File: src/cis_pkg.sv
// Constants and types of the core interrupt sequencer
package cis_pkg;

	localparam logic [14:0] CIS_VECTOR_ADDR = 15'h0004;
	localparam logic [14:0] CIS_PC_RESET = 15'h0000;
	localparam int CIS_CTRL_GLOBAL_BIT = 7;
	localparam int CIS_CTRL_GROUP_BIT = 6;
	localparam logic [7:0] CIS_CTRL_RESET = 8'h00;
	localparam int CIS_PHASES_PER_CYCLE = 4;
	localparam logic [1:0] CIS_PHASE_Q1 = 2'h0;
	localparam logic [1:0] CIS_PHASE_Q4 = 2'h3;
	// Status bits kept out of the shadow copy (timeout, power-down)
	localparam logic [7:0] CIS_STATUS_SAVE_MASK = 8'he7;

	typedef enum logic [1:0] {CIS_RUN, CIS_FLUSH, CIS_SLEEP, CIS_WAKE} cis_state_t;
endpackage

File: src/cis_core_interrupt_sequencer.sv
// Interrupt flag, enable and vectoring sequencer for the small core
`timescale 1ns/1ps
`default_nettype none
module cis_core_interrupt_sequencer import cis_pkg::*; #(
	parameter int NUM_CORE = 1,
	parameter int NUM_PERIPH = 8
) (
	// Clock and reset
	input wire logic clk,
	input wire logic rst,
	// Control register access
	input wire logic ctrl_wr,
	input wire logic [7:0] ctrl_wdata,
	output logic global_irq_enable,
	output logic periph_group_irq_enable,
	// External pin
	input wire logic ext_pin,
	input wire logic ext_pin_edge_select,
	input wire logic ext_pin_irq_enable,
	input wire logic ext_pin_flag_clr,
	output logic ext_pin_irq_flag,
	// Pin-change flags, software-owned elsewhere
	input wire logic [5:0] pin_change_flags,
	input wire logic pin_change_irq_enable,
	output logic pin_change_summary_flag,
	// Core sources with enables on core_en, outside the control register
	input wire logic [NUM_CORE-1:0] core_evt,
	input wire logic [NUM_CORE-1:0] core_en,
	input wire logic [NUM_CORE-1:0] core_flag_clr,
	output logic [NUM_CORE-1:0] core_flag,
	// Peripheral sources
	input wire logic [NUM_PERIPH-1:0] periph_evt,
	input wire logic [NUM_PERIPH-1:0] periph_enable_reg_one,
	input wire logic [NUM_PERIPH-1:0] periph_flag_clr,
	input wire logic [NUM_PERIPH-1:0] periph_wake_capable,
	output logic [NUM_PERIPH-1:0] periph_flag_reg_one,
	// Core pipeline
	input wire logic [14:0] core_pc,
	input wire logic [7:0] core_w,
	input wire logic [7:0] core_status,
	input wire logic [4:0] core_bsr,
	input wire logic [15:0] core_fsr0,
	input wire logic [15:0] core_fsr1,
	input wire logic [6:0] core_pclath,
	input wire logic return_from_irq_instr,
	input wire logic sleep_instr,
	input wire logic [14:0] stack_top,
	// Vectoring outputs
	output logic flush,
	output logic push,
	output logic pop,
	output logic pc_load,
	output logic [14:0] pc_load_addr,
	output logic ctx_restore,
	output logic sleeping,
	output logic [1:0] phase,
	output logic [7:0] shadow_w,
	output logic [7:0] shadow_status,
	output logic [4:0] shadow_bsr,
	output logic [15:0] shadow_fsr0,
	output logic [15:0] shadow_fsr1,
	output logic [6:0] shadow_pclath
);
	if (NUM_CORE < 1 || NUM_PERIPH < 1) begin : g_bad_counts
		$error("Source counts must be at least one");
	end

	// ****************
	// Phase divider
	// ****************
	logic [1:0] phase_q;
	wire q1 = (phase_q == CIS_PHASE_Q1);
	wire q4 = (phase_q == CIS_PHASE_Q4);
	always_ff @(posedge clk) begin
		if (rst || sleeping) phase_q <= CIS_PHASE_Q1;
		else phase_q <= phase_q + 2'h1;
	end
	assign phase = phase_q;

	// ****************
	// Pin synchroniser and edge
	// ****************
	logic pin_s1_q, pin_s2_q, pin_s3_q;
	always_ff @(posedge clk) begin
		pin_s1_q <= ext_pin;
		pin_s2_q <= pin_s1_q;
		pin_s3_q <= pin_s2_q;
	end
	wire pin_edge = ext_pin_edge_select ? (pin_s2_q & ~pin_s3_q)
		: (~pin_s2_q & pin_s3_q);

	// ****************
	// Flags
	// ****************
	logic ctl_glb_q, ctl_grp_q, pin_flag_q;
	logic [NUM_CORE-1:0] core_flag_q;
	logic [NUM_PERIPH-1:0] per_flag_q;
	always_ff @(posedge clk) begin
		if (rst) begin
			pin_flag_q <= 1'b0;
			core_flag_q <= '0;
			per_flag_q <= '0;
		end else begin
			// Set wins over clear; enables never gate a flag
			pin_flag_q <= (pin_flag_q & ~ext_pin_flag_clr) | pin_edge;
			core_flag_q <= (core_flag_q & ~core_flag_clr) | core_evt;
			per_flag_q <= (per_flag_q & ~periph_flag_clr) | periph_evt;
		end
	end
	assign ext_pin_irq_flag = pin_flag_q;
	assign core_flag = core_flag_q;
	assign periph_flag_reg_one = per_flag_q;
	assign pin_change_summary_flag = |pin_change_flags;

	// ****************
	// Request decision
	// ****************
	wire src_core = (pin_flag_q & ext_pin_irq_enable)
		| (pin_change_summary_flag & pin_change_irq_enable)
		| (|(core_flag_q & core_en));
	wire src_per = ctl_grp_q & (|(per_flag_q & periph_enable_reg_one));
	wire req_raw = src_core | src_per;
	logic req_q;
	always_ff @(posedge clk) begin
		if (rst) req_q <= 1'b0;
		else if (q1) req_q <= req_raw;
	end
	// Wake only from sources running without the system clock
	wire wake_req = (pin_flag_q & ext_pin_irq_enable)
		| (pin_change_summary_flag & pin_change_irq_enable)
		| (ctl_grp_q & (|(per_flag_q & periph_enable_reg_one
		& periph_wake_capable)));

	// ****************
	// Sequencer
	// ****************
	cis_state_t st_q, st_d;
	wire take = req_q & ctl_glb_q & q4;
	always_comb begin
		st_d = st_q;
		case (st_q)
			CIS_RUN: begin
				if (take) st_d = CIS_FLUSH;
				else if (sleep_instr) st_d = CIS_SLEEP;
			end
			CIS_FLUSH: if (q4) st_d = CIS_RUN;
			CIS_SLEEP: if (wake_req) st_d = CIS_WAKE;
			// Following instruction runs before any vector
			CIS_WAKE: if (q4) st_d = CIS_RUN;
			default: st_d = CIS_RUN;
		endcase
	end
	wire enter = (st_q == CIS_RUN) & take;
	wire ret = return_from_irq_instr & (st_q == CIS_RUN);
	always_ff @(posedge clk) begin
		if (rst) st_q <= CIS_RUN;
		else st_q <= st_d;
	end

	// ****************
	// Control register
	// ****************
	always_ff @(posedge clk) begin
		if (rst) begin
			ctl_glb_q <= CIS_CTRL_RESET[CIS_CTRL_GLOBAL_BIT];
			ctl_grp_q <= CIS_CTRL_RESET[CIS_CTRL_GROUP_BIT];
		end else begin
			if (enter) ctl_glb_q <= 1'b0;
			else if (ret) ctl_glb_q <= 1'b1;
			else if (ctrl_wr) ctl_glb_q <= ctrl_wdata[CIS_CTRL_GLOBAL_BIT];
			if (ctrl_wr) ctl_grp_q <= ctrl_wdata[CIS_CTRL_GROUP_BIT];
		end
	end
	assign global_irq_enable = ctl_glb_q;
	assign periph_group_irq_enable = ctl_grp_q;

	// ****************
	// Shadow context and core strobes
	// ****************
	always_ff @(posedge clk) begin
		if (rst) begin
			shadow_w <= 8'h00;
			shadow_status <= 8'h00;
			shadow_bsr <= 5'h00;
			shadow_fsr0 <= 16'h0000;
			shadow_fsr1 <= 16'h0000;
			shadow_pclath <= 7'h00;
		end else if (enter) begin
			shadow_w <= core_w;
			shadow_status <= core_status & CIS_STATUS_SAVE_MASK;
			shadow_bsr <= core_bsr;
			shadow_fsr0 <= core_fsr0;
			shadow_fsr1 <= core_fsr1;
			shadow_pclath <= core_pclath;
		end
	end
	logic pc_load_q, push_q, pop_q, rest_q;
	logic [14:0] addr_q;
	always_ff @(posedge clk) begin
		if (rst) begin
			pc_load_q <= 1'b0;
			push_q <= 1'b0;
			pop_q <= 1'b0;
			rest_q <= 1'b0;
			addr_q <= CIS_PC_RESET;
		end else begin
			pc_load_q <= enter | ret;
			push_q <= enter;
			pop_q <= ret;
			rest_q <= ret;
			if (enter) addr_q <= CIS_VECTOR_ADDR;
			else if (ret) addr_q <= stack_top;
		end
	end
	assign flush = (st_q == CIS_FLUSH);
	assign push = push_q;
	assign pop = pop_q;
	assign ctx_restore = rest_q;
	assign pc_load = pc_load_q;
	assign pc_load_addr = addr_q;
	assign sleeping = (st_q == CIS_SLEEP);

	// ****************
	// Checks
	// ****************
	AST_RESET_CLEARS: assert property (@(posedge clk) rst |=> !global_irq_enable
		&& !periph_group_irq_enable) else $error("Enables not cleared by reset");
	AST_NO_TAKE_WHEN_OFF: assert property (@(posedge clk) disable iff (rst)
		!ctl_glb_q |-> !enter) else $error("Vectored with global enable clear");
	AST_ENTRY_SEQ: assert property (@(posedge clk) disable iff (rst) enter |=>
		!global_irq_enable && push && pc_load && pc_load_addr == CIS_VECTOR_ADDR && flush)
		else $error("Entry sequence wrong");
	AST_RETURN_SETS: assert property (@(posedge clk) disable iff (rst) ret |=>
		global_irq_enable && pop && ctx_restore) else $error("Return sequence wrong");
	AST_FLAG_STICKY: assert property (@(posedge clk) disable iff (rst)
		periph_evt[0] |=> periph_flag_reg_one[0]) else $error("Flag not set");
	AST_PIN_EDGE: assert property (@(posedge clk) disable iff (rst) pin_edge |=>
		ext_pin_irq_flag) else $error("Pin edge lost");
	AST_SAMPLE_Q1: assert property (@(posedge clk) disable iff (rst)
		!$past(q1) && !$past(rst) |-> $stable(req_q)) else $error("Request sampled off Q1");
	AST_LATENCY: assert property (@(posedge clk) disable iff (rst)
		(st_q == CIS_RUN && req_raw && ctl_glb_q && !return_from_irq_instr && !sleep_instr
		&& !ctrl_wr && !flush) |-> ##[1:8] (enter || !req_raw || !ctl_glb_q))
		else $error("Request not taken in time");
	AST_SHADOW_MASK: assert property (@(posedge clk) disable iff (rst) enter |=>
		(shadow_status & ~CIS_STATUS_SAVE_MASK) == 8'h00) else $error("Status mask wrong");
	AST_WAKE_CONT: assert property (@(posedge clk) disable iff (rst)
		st_q == CIS_SLEEP && st_d == CIS_WAKE |=> (st_q == CIS_WAKE && !pc_load)[*4])
		else $error("Vectored before following instruction");
	COV_ENTRY: cover property (@(posedge clk) enter);
	COV_RETURN: cover property (@(posedge clk) ret);
	COV_WAKE: cover property (@(posedge clk) st_q == CIS_SLEEP ##1 st_q == CIS_WAKE);
endmodule
`default_nettype wire

File: config.mk
export PLATFORM = sky130hd
export DESIGN_NAME = cis_core_interrupt_sequencer
export DESIGN_NICKNAME = d
export VERILOG_FILES = /design/src/cis_pkg.sv /design/src/cis_core_interrupt_sequencer.sv
export SDC_FILE = /design/constraint.sdc
export NUM_CORES = 1
export LEC_CHECK = 0
export BUFFER_PORTS_ARGS = -buffer_cell sky130_fd_sc_hd__buf_4
export CAP_MARGIN = 10
export CORE_ASPECT_RATIO = 0.8
export CORE_MARGIN = 2
export CORE_UTILIZATION = 34
export DETAILED_ROUTE_END_ITERATION = 8
export PLACE_DENSITY_LB_ADDON = 0.08
export SLEW_MARGIN = 20
export SYNTH_ARGS = -nofsm -noshare
export SYNTH_HDL_FRONTEND = slang
export SYNTH_SLANG_ARGS = --single-unit
File: constraint.sdc
create_clock -name clk -period 4.9 [get_ports clk]
set_clock_uncertainty 0.05 [all_clocks]
set_input_delay 0.49 -clock clk [delete_from_list [all_inputs] [get_ports clk]]
set_output_delay 0.49 -clock clk [all_outputs]
set_load 0.1 [all_outputs]
; ---- Word level (Yosys, flattened, before mapping)
; Cells that the tools add are included.
[word_totals]
regBits = 96
elab_cells = 80
[op_classes]
addsub = 1
reduce_logical = 11
n_mux = 10
bitwise_logic = 29
n_eq_ne = 7
[ops]
columns = op, count
row1 = $and A8 B8 Y8, 3
row2 = $reduce_or A8 Y1, 2
row3 = $and A1 B1 Y1, 13
row4 = $mux W2, 4
row5 = $not A8 Y8, 1
row6 = $or A8 B8 Y8, 1
row7 = $or A1 B1 Y1, 7
row8 = $eq A2 B2 Y1 const B, 3
row9 = $mux W3, 2
row10 = $pmux W2 S3, 1
row11 = $reduce_or A6 Y1, 1
row12 = $logic_not A2 Y1, 2
row13 = $ne A2 B1 Y1 const B, 2
row14 = $not A1 Y1, 4
row15 = $reduce_bool A2 Y1, 2
row16 = $reduce_or A2 Y1, 2
row17 = $mux W1, 3
row18 = $ne A3 B3 Y1 const B, 1
row19 = $reduce_and A3 Y1, 1
row20 = $add A2 B1 Y2 const B, 1
row21 = $eq A2 B1 Y1 const B, 1
row22 = $logic_or A1 B1 Y1, 1

; ---- Depth between registers and ports, before layout
; Gate-level depths: netlist of the first run.
[logic_depth]
ltp_word = 7
mapped_depth = 7

; ---- Worst setup path after synthesis of the first run
; No wires, ideal clock.
[synth_timing]
path_kind = register -> output
start = register st_q[1]
end = output port sleeping
setup_slack_ns = 2.509
path_stages_with_launch = 2
arrival_time_ns = 1.851
path_cell_list = dfxtp_1 -> nor2b_1
[synth_via]
elab_chain_cells = 1
[synth_lines]
columns = item, line
row1 = from (decl), cis_core_interrupt_sequencer.sv:137  ; cis_state_t st_q, st_d;
row2 = from (signal assigned), cis_core_interrupt_sequencer.sv:157  ; else st_q <= st_d;
row3 = $eq A2 B2 Y1, cis_core_interrupt_sequencer.sv:221  ; assign sleeping = (st_q == CIS_SLEEP);
row4 = to (decl), cis_core_interrupt_sequencer.sv:55  ; output logic sleeping,
; No other way between the ends.

; ---- Worst setup path in the final report of the first run
[layout_timing]
start = register phase_q[0], in the netlist phase[0]
end = register shadow_w[4]
[layout_via]
elab_chain_cells = 3
[layout_lines]
columns = item, line
row1 = from (decl), cis_core_interrupt_sequencer.sv:71  ; logic [1:0] phase_q;
row2 = from (signal assigned), cis_core_interrupt_sequencer.sv:76  ; else phase_q <= phase_q + 2'h1;
row3 = $eq A2 B2 Y1, cis_core_interrupt_sequencer.sv:73  ; wire q4 = (phase_q == CIS_PHASE_Q4);
row4 = $and A1 B1 Y1, cis_core_interrupt_sequencer.sv:138  ; wire take = req_q & ctl_glb_q & q4;
row5 = $and A1 B1 Y1, cis_core_interrupt_sequencer.sv:153  ; wire enter = (st_q == CIS_RUN) & take;
row6 = to (signal assigned), cis_core_interrupt_sequencer.sv:189  ; shadow_w <= core_w;
row7 = to (decl), cis_core_interrupt_sequencer.sv:57  ; output logic [7:0] shadow_w,
; No other way between the ends.
; A chain may end at the register's enable or synchronous reset.

==> results of run 1 <==
[cell families after synthesis]
family	after synthesis	share of synthesized area, %
adder cells (fa/ha/maj)	2	0.707
AO/OA/AOI/OAI	98	14.9
AND/OR/NAND/NOR	195	22.4
multiplexers	2	0.566
flip-flops	96	54.3
other	1	0.106
buffers and inverters	41	6.97
[per-stage QoR]
| step | worst slack, ps | util (%) | instance area (um^2) | total power, mW | instances |
|---|---|---|---|---|---|
| after floorplan | 2510 | - | 3540 | 1.07 | 436 |
| after global placement | 2540 | 50.7 | 5170 | 1.19 | 767 |
| after detailed placement | 2580 | 50.8 | 5180 | 1.19 | 767 |
| after CTS | 2520 | 53.4 | 5450 | 1.84 | 783 |
| after global routing | 2320 | 53.4 | 5450 | 1.90 | 783 |
| final | 2570 | 53.4 | 5450 | 1.82 | 783 |
[routing by layer]
layer / up-vias / track usage [%] / wire, um
met5: - / 0 / 0
met4: 0 / 5.82 / 129
met3: 9 / 8.25 / 992
met2: 146 / 27.5 / 4650
met1: 1513 / 20.4 / 4110
li1: 1809 / - / -
[critical path, cell delays in order, from the launching register on]
cell and delay (ps):
dfxtp_1 380, ha_1 230, nand3_2 160, nor3_4 700, buf_4 480, nand2_1 100, a21oi_1 150
[area by class of cell]
class	instances	area share, %
well taps	140	3.21
inverters	12	0.826
repair buffers	220	30.3
clock inverters	6	0.620
multi-input cells	299	25.4
flip-flops and latches	96	35.3
clock buffers	10	4.38
[cell usage after synthesis, types with 4 or more instances]
library cell and instances:
buf_6 7, buf_2 5, nand3_1 8, nor2_1 19, inv_1 12, a22oi_1 4
a21oi_1 85, clkbuf_1 8, dfxtp_1 96, buf_4 9, nand2_1 154
[sequential cells by signal (all words and copies together) (netlist names), 2 cells and up]
register,cells
shadow_fsr1,16
st_q,2
phase,2
periph_flag_reg_one,8
shadow_w,8
shadow_fsr0,16
shadow_bsr,5
shadow_pclath,7
shadow_status,6
pc_load_addr,15
[where the power goes]
group,internal [mW],switching [mW]
logic,0.113,0.234
clock network,0.355,0.288
registers,0.804,0.0201
[worst paths after layout]
kind | to | start
max | shadow_w[4] | phase[0]
min | pin_s1_q | ext_pin
max reg2reg | shadow_w[4] | phase[0]
min reg2reg | pin_s2_q | pin_s1_q
==> results_dict.tcl, run 1 <==
set metrics [dict create \
    core_mm2 0.0102 \
    ios 245 \
    worstPathRequired_ps 5110 \
    drtPass1Iterations 4 \
    synth_area_mm2 0.00354 \
    period_needed_ps 2330 \
    vias 3477 \
    post_drt_wl_per_cell_um 12.6 \
    yosysSeqAreaShare_pct 54.3 \
    clock_latency_ps 340 \
    antenna_found_initial 0 \
    worstHoldPathCells 1 \
    leakage_nw 2.43 \
    drv_cap 0 \
    hold_viol 0 \
    r2r_slack_ps 2570 \
    grt_max_degree 80 \
    grt_pass1_vias 3159 \
    yosysWarnings 0 \
    ant_nets 0 \
    setup_violations 0 \
    cts_hold_buf 0 \
    numCtsBuffers 9 \
    drc 0 \
    ys_ff_latch 96 \
    drt_iter0_drc 224 \
    tightest_slew_ps 879 \
    yosys.area.top_type "dfxtp_1" \
    overflow 0 \
    grt_pass1_wl_um 15200 \
    synthArstFlopShare_pct 0 \
    slew_violations 0 \
    critPathCaptureType "flop" \
    fin_setup_tns_ps 0 \
    rsz0062_at_grt "no" \
    final_common_cell "buf_4" \
    synth_area_leaders "dfxtp_1, nand2_1, a21oi_1, buf_6, nor2_1" \
    final_cell_mix "buf_4, nand2_1, dfxtp_1, a21oi_1, nor2_1" \
    row_count 33 \
    fillers 1014 \
    vias_per_cell 4.44 \
    cp.arrival_ps 2540 \
    routabilityCongestion 0.706 \
    htreeDepth 3 \
    final.period_utilization_pct 47.6 \
    hold_path.class "in2reg" \
    numClockSinks 96 \
    cts-root-buf "clkbuf_16" \
    nets 789 \
    peakVddDrop_mv 0.223 \
    drt-total-wl_um 9890 \
    die_w_um 118 \
    ys.flop_type "dfxtp_1" \
    tritoncts "yes" \
    antennaDiodeCount 0 \
    cts.clk_slew.worst_paths_ps 60 \
    avgSynthCellArea_um2 8.13 \
    die_h_um 95.2 \
    multiInputGateArea_mm2 0.00138 \
    critPathMaxFanout 35 \
    rr_worst_depth 6 \
    relSlewSlack_pct 41.2 \
    post_cts_buffers 0 \
    start_util_pct 34.7 \
    power_density_mw_per_mm2 333 \
    synth_edf_count 0 \
    drive_above_1_share_pct 37.6 \
    fmax_mhz 428 \
    cts.path.max_buffers 2 \
    die-area_mm2 0.0112 \
    holdWs_ps 204 \
    crit_type "reg2reg" \
    track_usage_pct 17.2 \
    ctsResizeCount 0 \
    crit_path_start_kind "flop" \
    synth_top_area_share_pct 54.3 \
    hpwl_um 7140 \
    synthCells 435 \
    status "complete, no violations" \
    synth.distinct_cells 32 \
    register_area_mm2 0.00192 \
    io_buffers 219 \
    synthToLayoutAreaGrowth_pct 54.1 \
]
Power figures use the tool's default switching activity.
==> inputs of run 2 (changes only) <==
==> constraint.sdc (replaced) <==
create_clock -name clk -period 2.16 [get_ports clk]
set_clock_uncertainty 0.05 [all_clocks]
set_input_delay 0.216 -clock clk [delete_from_list [all_inputs] [get_ports clk]]
set_output_delay 0.216 -clock clk [all_outputs]
set_load 0.1 [all_outputs]
==> results_dict.tcl, run 2 (same netlist as run 1, synthesis figures left out) <==
set metrics [dict create \
    status "complete, no violations" \
    crit_path_start_kind "flop" \
    clock_latency_ps 330 \
    io_buffers 219 \
    numCtsBuffers 9 \
    worstPathRequired_ps 2310 \
    path_buf_inv 1 \
    track_usage_pct 17.9 \
    post_drt_wl_per_cell_um 12.8 \
    htreeDepth 3 \
    hold_viol 0 \
    ant_nets 0 \
    path_cells "ha_1 -> nand3_2 -> or3_2 -> buf_4 -> nand2_1 -> a21oi_1" \
    final_common_cell "buf_4" \
    peakVddDrop_mv 0.426 \
    fin_setup_tns_ps 0 \
    drtPass1Iterations 4 \
    crit_type "reg2reg" \
    placed_cell_area_mm2 0.00522 \
    routabilityCongestion 0.723 \
    cts-root-buf "clkbuf_16" \
    ios 245 \
    crit_family "simple AND/OR/NAND/NOR gates" \
    final_cell_area_mm2 0.00552 \
    critical-path-max-stage-delay_ps 490 \
    synthToLayoutAreaGrowth_pct 56.1 \
    hpwl_um 7610 \
    numClockSinks 96 \
    drv_cap 0 \
    die_h_um 95.2 \
    antennaDiodeCount 0 \
    drt_iter0_drc 137 \
    tightest_slew_ps 529 \
    start_util_pct 34.7 \
    vias_per_cell 4.52 \
    die-area_mm2 0.0112 \
    ctsResizeCount 0 \
    period_needed_ps 1900 \
    critPathMaxFanout 44 \
    relSlewSlack_pct 64.8 \
    final.period_utilization_pct 87.8 \
    slowest_stage "or3_2" \
    power_density_mw_per_mm2 766 \
    drive_above_1_share_pct 38.3 \
    final_cell_mix "buf_4, nand2_1, dfxtp_1, a21oi_1, nor2_1" \
    core_mm2 0.0102 \
    overflow 0 \
    row_count 33 \
    rsz0062_at_grt "no" \
    grt_pass1_vias 3337 \
    tritoncts "yes" \
    cts.clk_slew.worst_paths_ps 60 \
    cts.path.max_buffers 2 \
    grt_pass1_wl_um 16000 \
    drc 0 \
    fmax_mhz 527 \
    hold_path.class "in2reg" \
    cp.arrival_ps 2050 \
    grt_max_degree 45 \
    vias 3563 \
    slew_violations 0 \
    nets 796 \
    die_w_um 118 \
    antenna_found_initial 0 \
    leakage_nw 2.47 \
    critPathCaptureType "flop" \
    setup_violations 0 \
    drt-total-wl_um 10100 \
]
-- run 2: cell count changes in the layout (fill, tap and decap cells not counted), sizes merged --
cell	previous run	this run
bufinv	0	1
clkinv	5	2
buf	220	226
inv	13	12
dlygate4sd3	0	1
clkbuf	10	11
-- run 2: worst paths after layout --
check / startpoint / to / slack, ps / cells past startpoint
setup / recovery: phase[0] / shadow_bsr[3] / 260 / 6
setup reg to reg: phase[0] / shadow_bsr[3] / 260 / 6
hold reg to reg: pin_s1_q / pin_s2_q / 270 / 0
hold / removal: periph_evt[5] / periph_flag_reg_one[5] / 40 / 3
-- run 2: final cells by class --
type                       count  area, um^2
tap                          140         175
clock inverter                 3        43.8
fill                        1009        4680
inverter                      12        45.0
clock buffer                  11         243
sequential                    96        1920
timing repair buffer         227        1710
multi-input combinational    299        1380
-- run 2: through the flow --
step,instances,total power [mW],util [%],setup slack [ps],hold WS [ps]
floorplan,436,2.42,-,38.9,194
global placement,773,2.71,51.2,296,261
detailed placement,773,2.71,51.2,275,266
CTS,788,4.28,54.1,263,22.5
global route,788,4.40,54.1,110,41.7
finish,788,4.23,54.1,264,35.4
-- run 2: worst reg2reg max path, stage by stage, from the launching register on --
cell and delay, ps:
dfxtp_2 360, ha_1 210, nand3_2 140, or3_2 490, buf_4 300, nand2_1 160, a21oi_1 70
-- run 2: timing repair --
item	CTS	global route
hold buffers	1	0
setup buffers	0	0
hold endpoints to repair	1	0
-- run 2: routing by layer --
layer / vias to the layer above / GRT usage, % / share of wire [%]
met5: - / 0 / 0
met4: 0 / 5.62 / 1.2
met3: 12 / 7.54 / 9.5
met2: 139 / 30.1 / 47
met1: 1587 / 21.1 / 42
li1: 1825 / - / -
-- run 2: where the power goes --
group	internal, mW	leakage [nW]	switching [mW]	total [mW]
registers	1.83	0.782	0.0459	1.87
logic	0.263	1.54	0.536	0.800
clock network	0.917	0.141	0.638	1.56
total	3.01	2.47	1.22	4.23
==> inputs of run 3 (changes only) <==
==> constraint.sdc (replaced) <==
create_clock -name clk -period 2 [get_ports clk]
set_clock_uncertainty 0.05 [all_clocks]
set_input_delay 0.2 -clock clk [delete_from_list [all_inputs] [get_ports clk]]
set_output_delay 0.2 -clock clk [all_outputs]
set_load 0.1 [all_outputs]
==> results_dict.tcl, run 3 (same netlist as run 1, synthesis figures left out) <==
set metrics [dict create \
    tritoncts "yes" \
    cts-root-buf "clkbuf_16" \
    critPathMaxFanout 37 \
    leakage_nw 2.48 \
    cts_hold_buf 1 \
    cts.clk_slew.worst_paths_ps 70 \
    hold_path.class "in2reg" \
    rr_startpoint "phase[0]" \
    period_needed_ps 1810 \
    slew_violations 0 \
    overflow 0 \
    ios 245 \
    drt-total-wl_um 10400 \
    register_area_mm2 0.00193 \
    critPathCaptureType "flop" \
    clock_latency_ps 340 \
    numClockSinks 96 \
    post-route-util_pct 54.6 \
    met3_usage_pct 8.37 \
    grtUsageMet1_pct 20.1 \
    row_count 33 \
    final.period_utilization_pct 90.6 \
    cp.arrival_ps 1970 \
    core_mm2 0.0102 \
    met2_usage_pct 30.7 \
    power_density_mw_per_mm2 827 \
    holdWs_ps 12.7 \
    pre_cts_ws_ps 182 \
    ant_nets 0 \
    fillers 993 \
    setup_violations 0 \
    numCtsBuffers 9 \
    hold_viol 0 \
    drtPass1Iterations 4 \
    grt_pass1_wl_um 16000 \
    start_util_pct 34.7 \
    final_common_cell "buf_4" \
    htreeDepth 3 \
    nets 799 \
    hold_start "periph_evt[7]" \
    status "complete, no violations" \
    multiInputGateArea_mm2 0.00139 \
    track_usage_pct 17.8 \
    dp_cells 776 \
    placed_cell_area_mm2 0.00526 \
    worstPathRequired_ps 2160 \
    worst_slack_ps 189 \
    busiest_layer "met2" \
    grt_max_degree 48 \
    grt_pass1_vias 3379 \
    post_drt_wl_per_cell_um 13.1 \
    crit_start "phase[0]" \
    ctsResizeCount 0 \
    crit_path_start_kind "flop" \
    drive_above_1_share_pct 39.2 \
    die_h_um 95.2 \
    peakVddDrop_mv 0.396 \
    fin_cells 793 \
    final_cell_area_mm2 0.00557 \
    fmax_mhz 552 \
    antenna_found_initial 0 \
    cts.path.max_buffers 2 \
    io_buffers 219 \
    power_mw 4.61 \
    hpwl_um 7700 \
    rsz0062_at_grt "no" \
    drc 0 \
    die-area_mm2 0.0112 \
    crit_type "reg2reg" \
    drt_iter0_drc 189 \
    vias 3609 \
    vias_per_cell 4.55 \
    final_cell_mix "buf_4, nand2_1, dfxtp_1, a21oi_1, nor2_1" \
    fin_setup_tns_ps 0 \
    drv_cap 0 \
    synthToLayoutAreaGrowth_pct 57.5 \
    post_cts_buffers 0 \
    die_w_um 118 \
    routabilityCongestion 0.708 \
    antennaDiodeCount 0 \
]
[run 3: per-layer routing]
layer / wire, um / part of all wire, %
met1: 4190 / 40
met2: 5070 / 49
met3: 991 / 9.6
met4: 114 / 1.1
met5: 0 / 0
[run 3: worst paths after layout]
| path | end | slack, ps | cells past startpoint |
|---|---|---|---|
| worst max-delay path | shadow_w[7] | 190 | 6 |
| worst min-delay path | periph_flag_reg_one[7] | 10 | 3 |
| worst max register to register | shadow_w[7] | 190 | 6 |
| worst min register to register | pin_s2_q | 280 | 0 |
[run 3: worst max-delay path: stages, from the launching register on]
cell	delay (ps)
dfxtp_2	350
ha_1	210
nand3_2	90
or3_2	500
buf_4	290
nand2_1	110
a21oi_1	60
[run 3: area by class of cell]
| cell class | instances | share of cell area [%] |
|---|---|---|
| Clock buffer | 9 | 4.04 |
| Clock inverter | 7 | 1.30 |
| Inverter | 12 | 0.809 |
| Multi-Input combinational cell | 299 | 24.9 |
| Sequential cell | 96 | 34.6 |
| Tap cell | 140 | 3.14 |
| Timing Repair Buffer | 230 | 31.3 |
[run 3: power breakdown]
part / internal [mW] / leakage [nW] / switching (mW)
clock network: 0.969 / 0.141 / 0.744
logic: 0.291 / 1.56 / 0.582
registers: 1.97 / 0.782 / 0.0499
total: 3.23 / 2.48 / 1.38
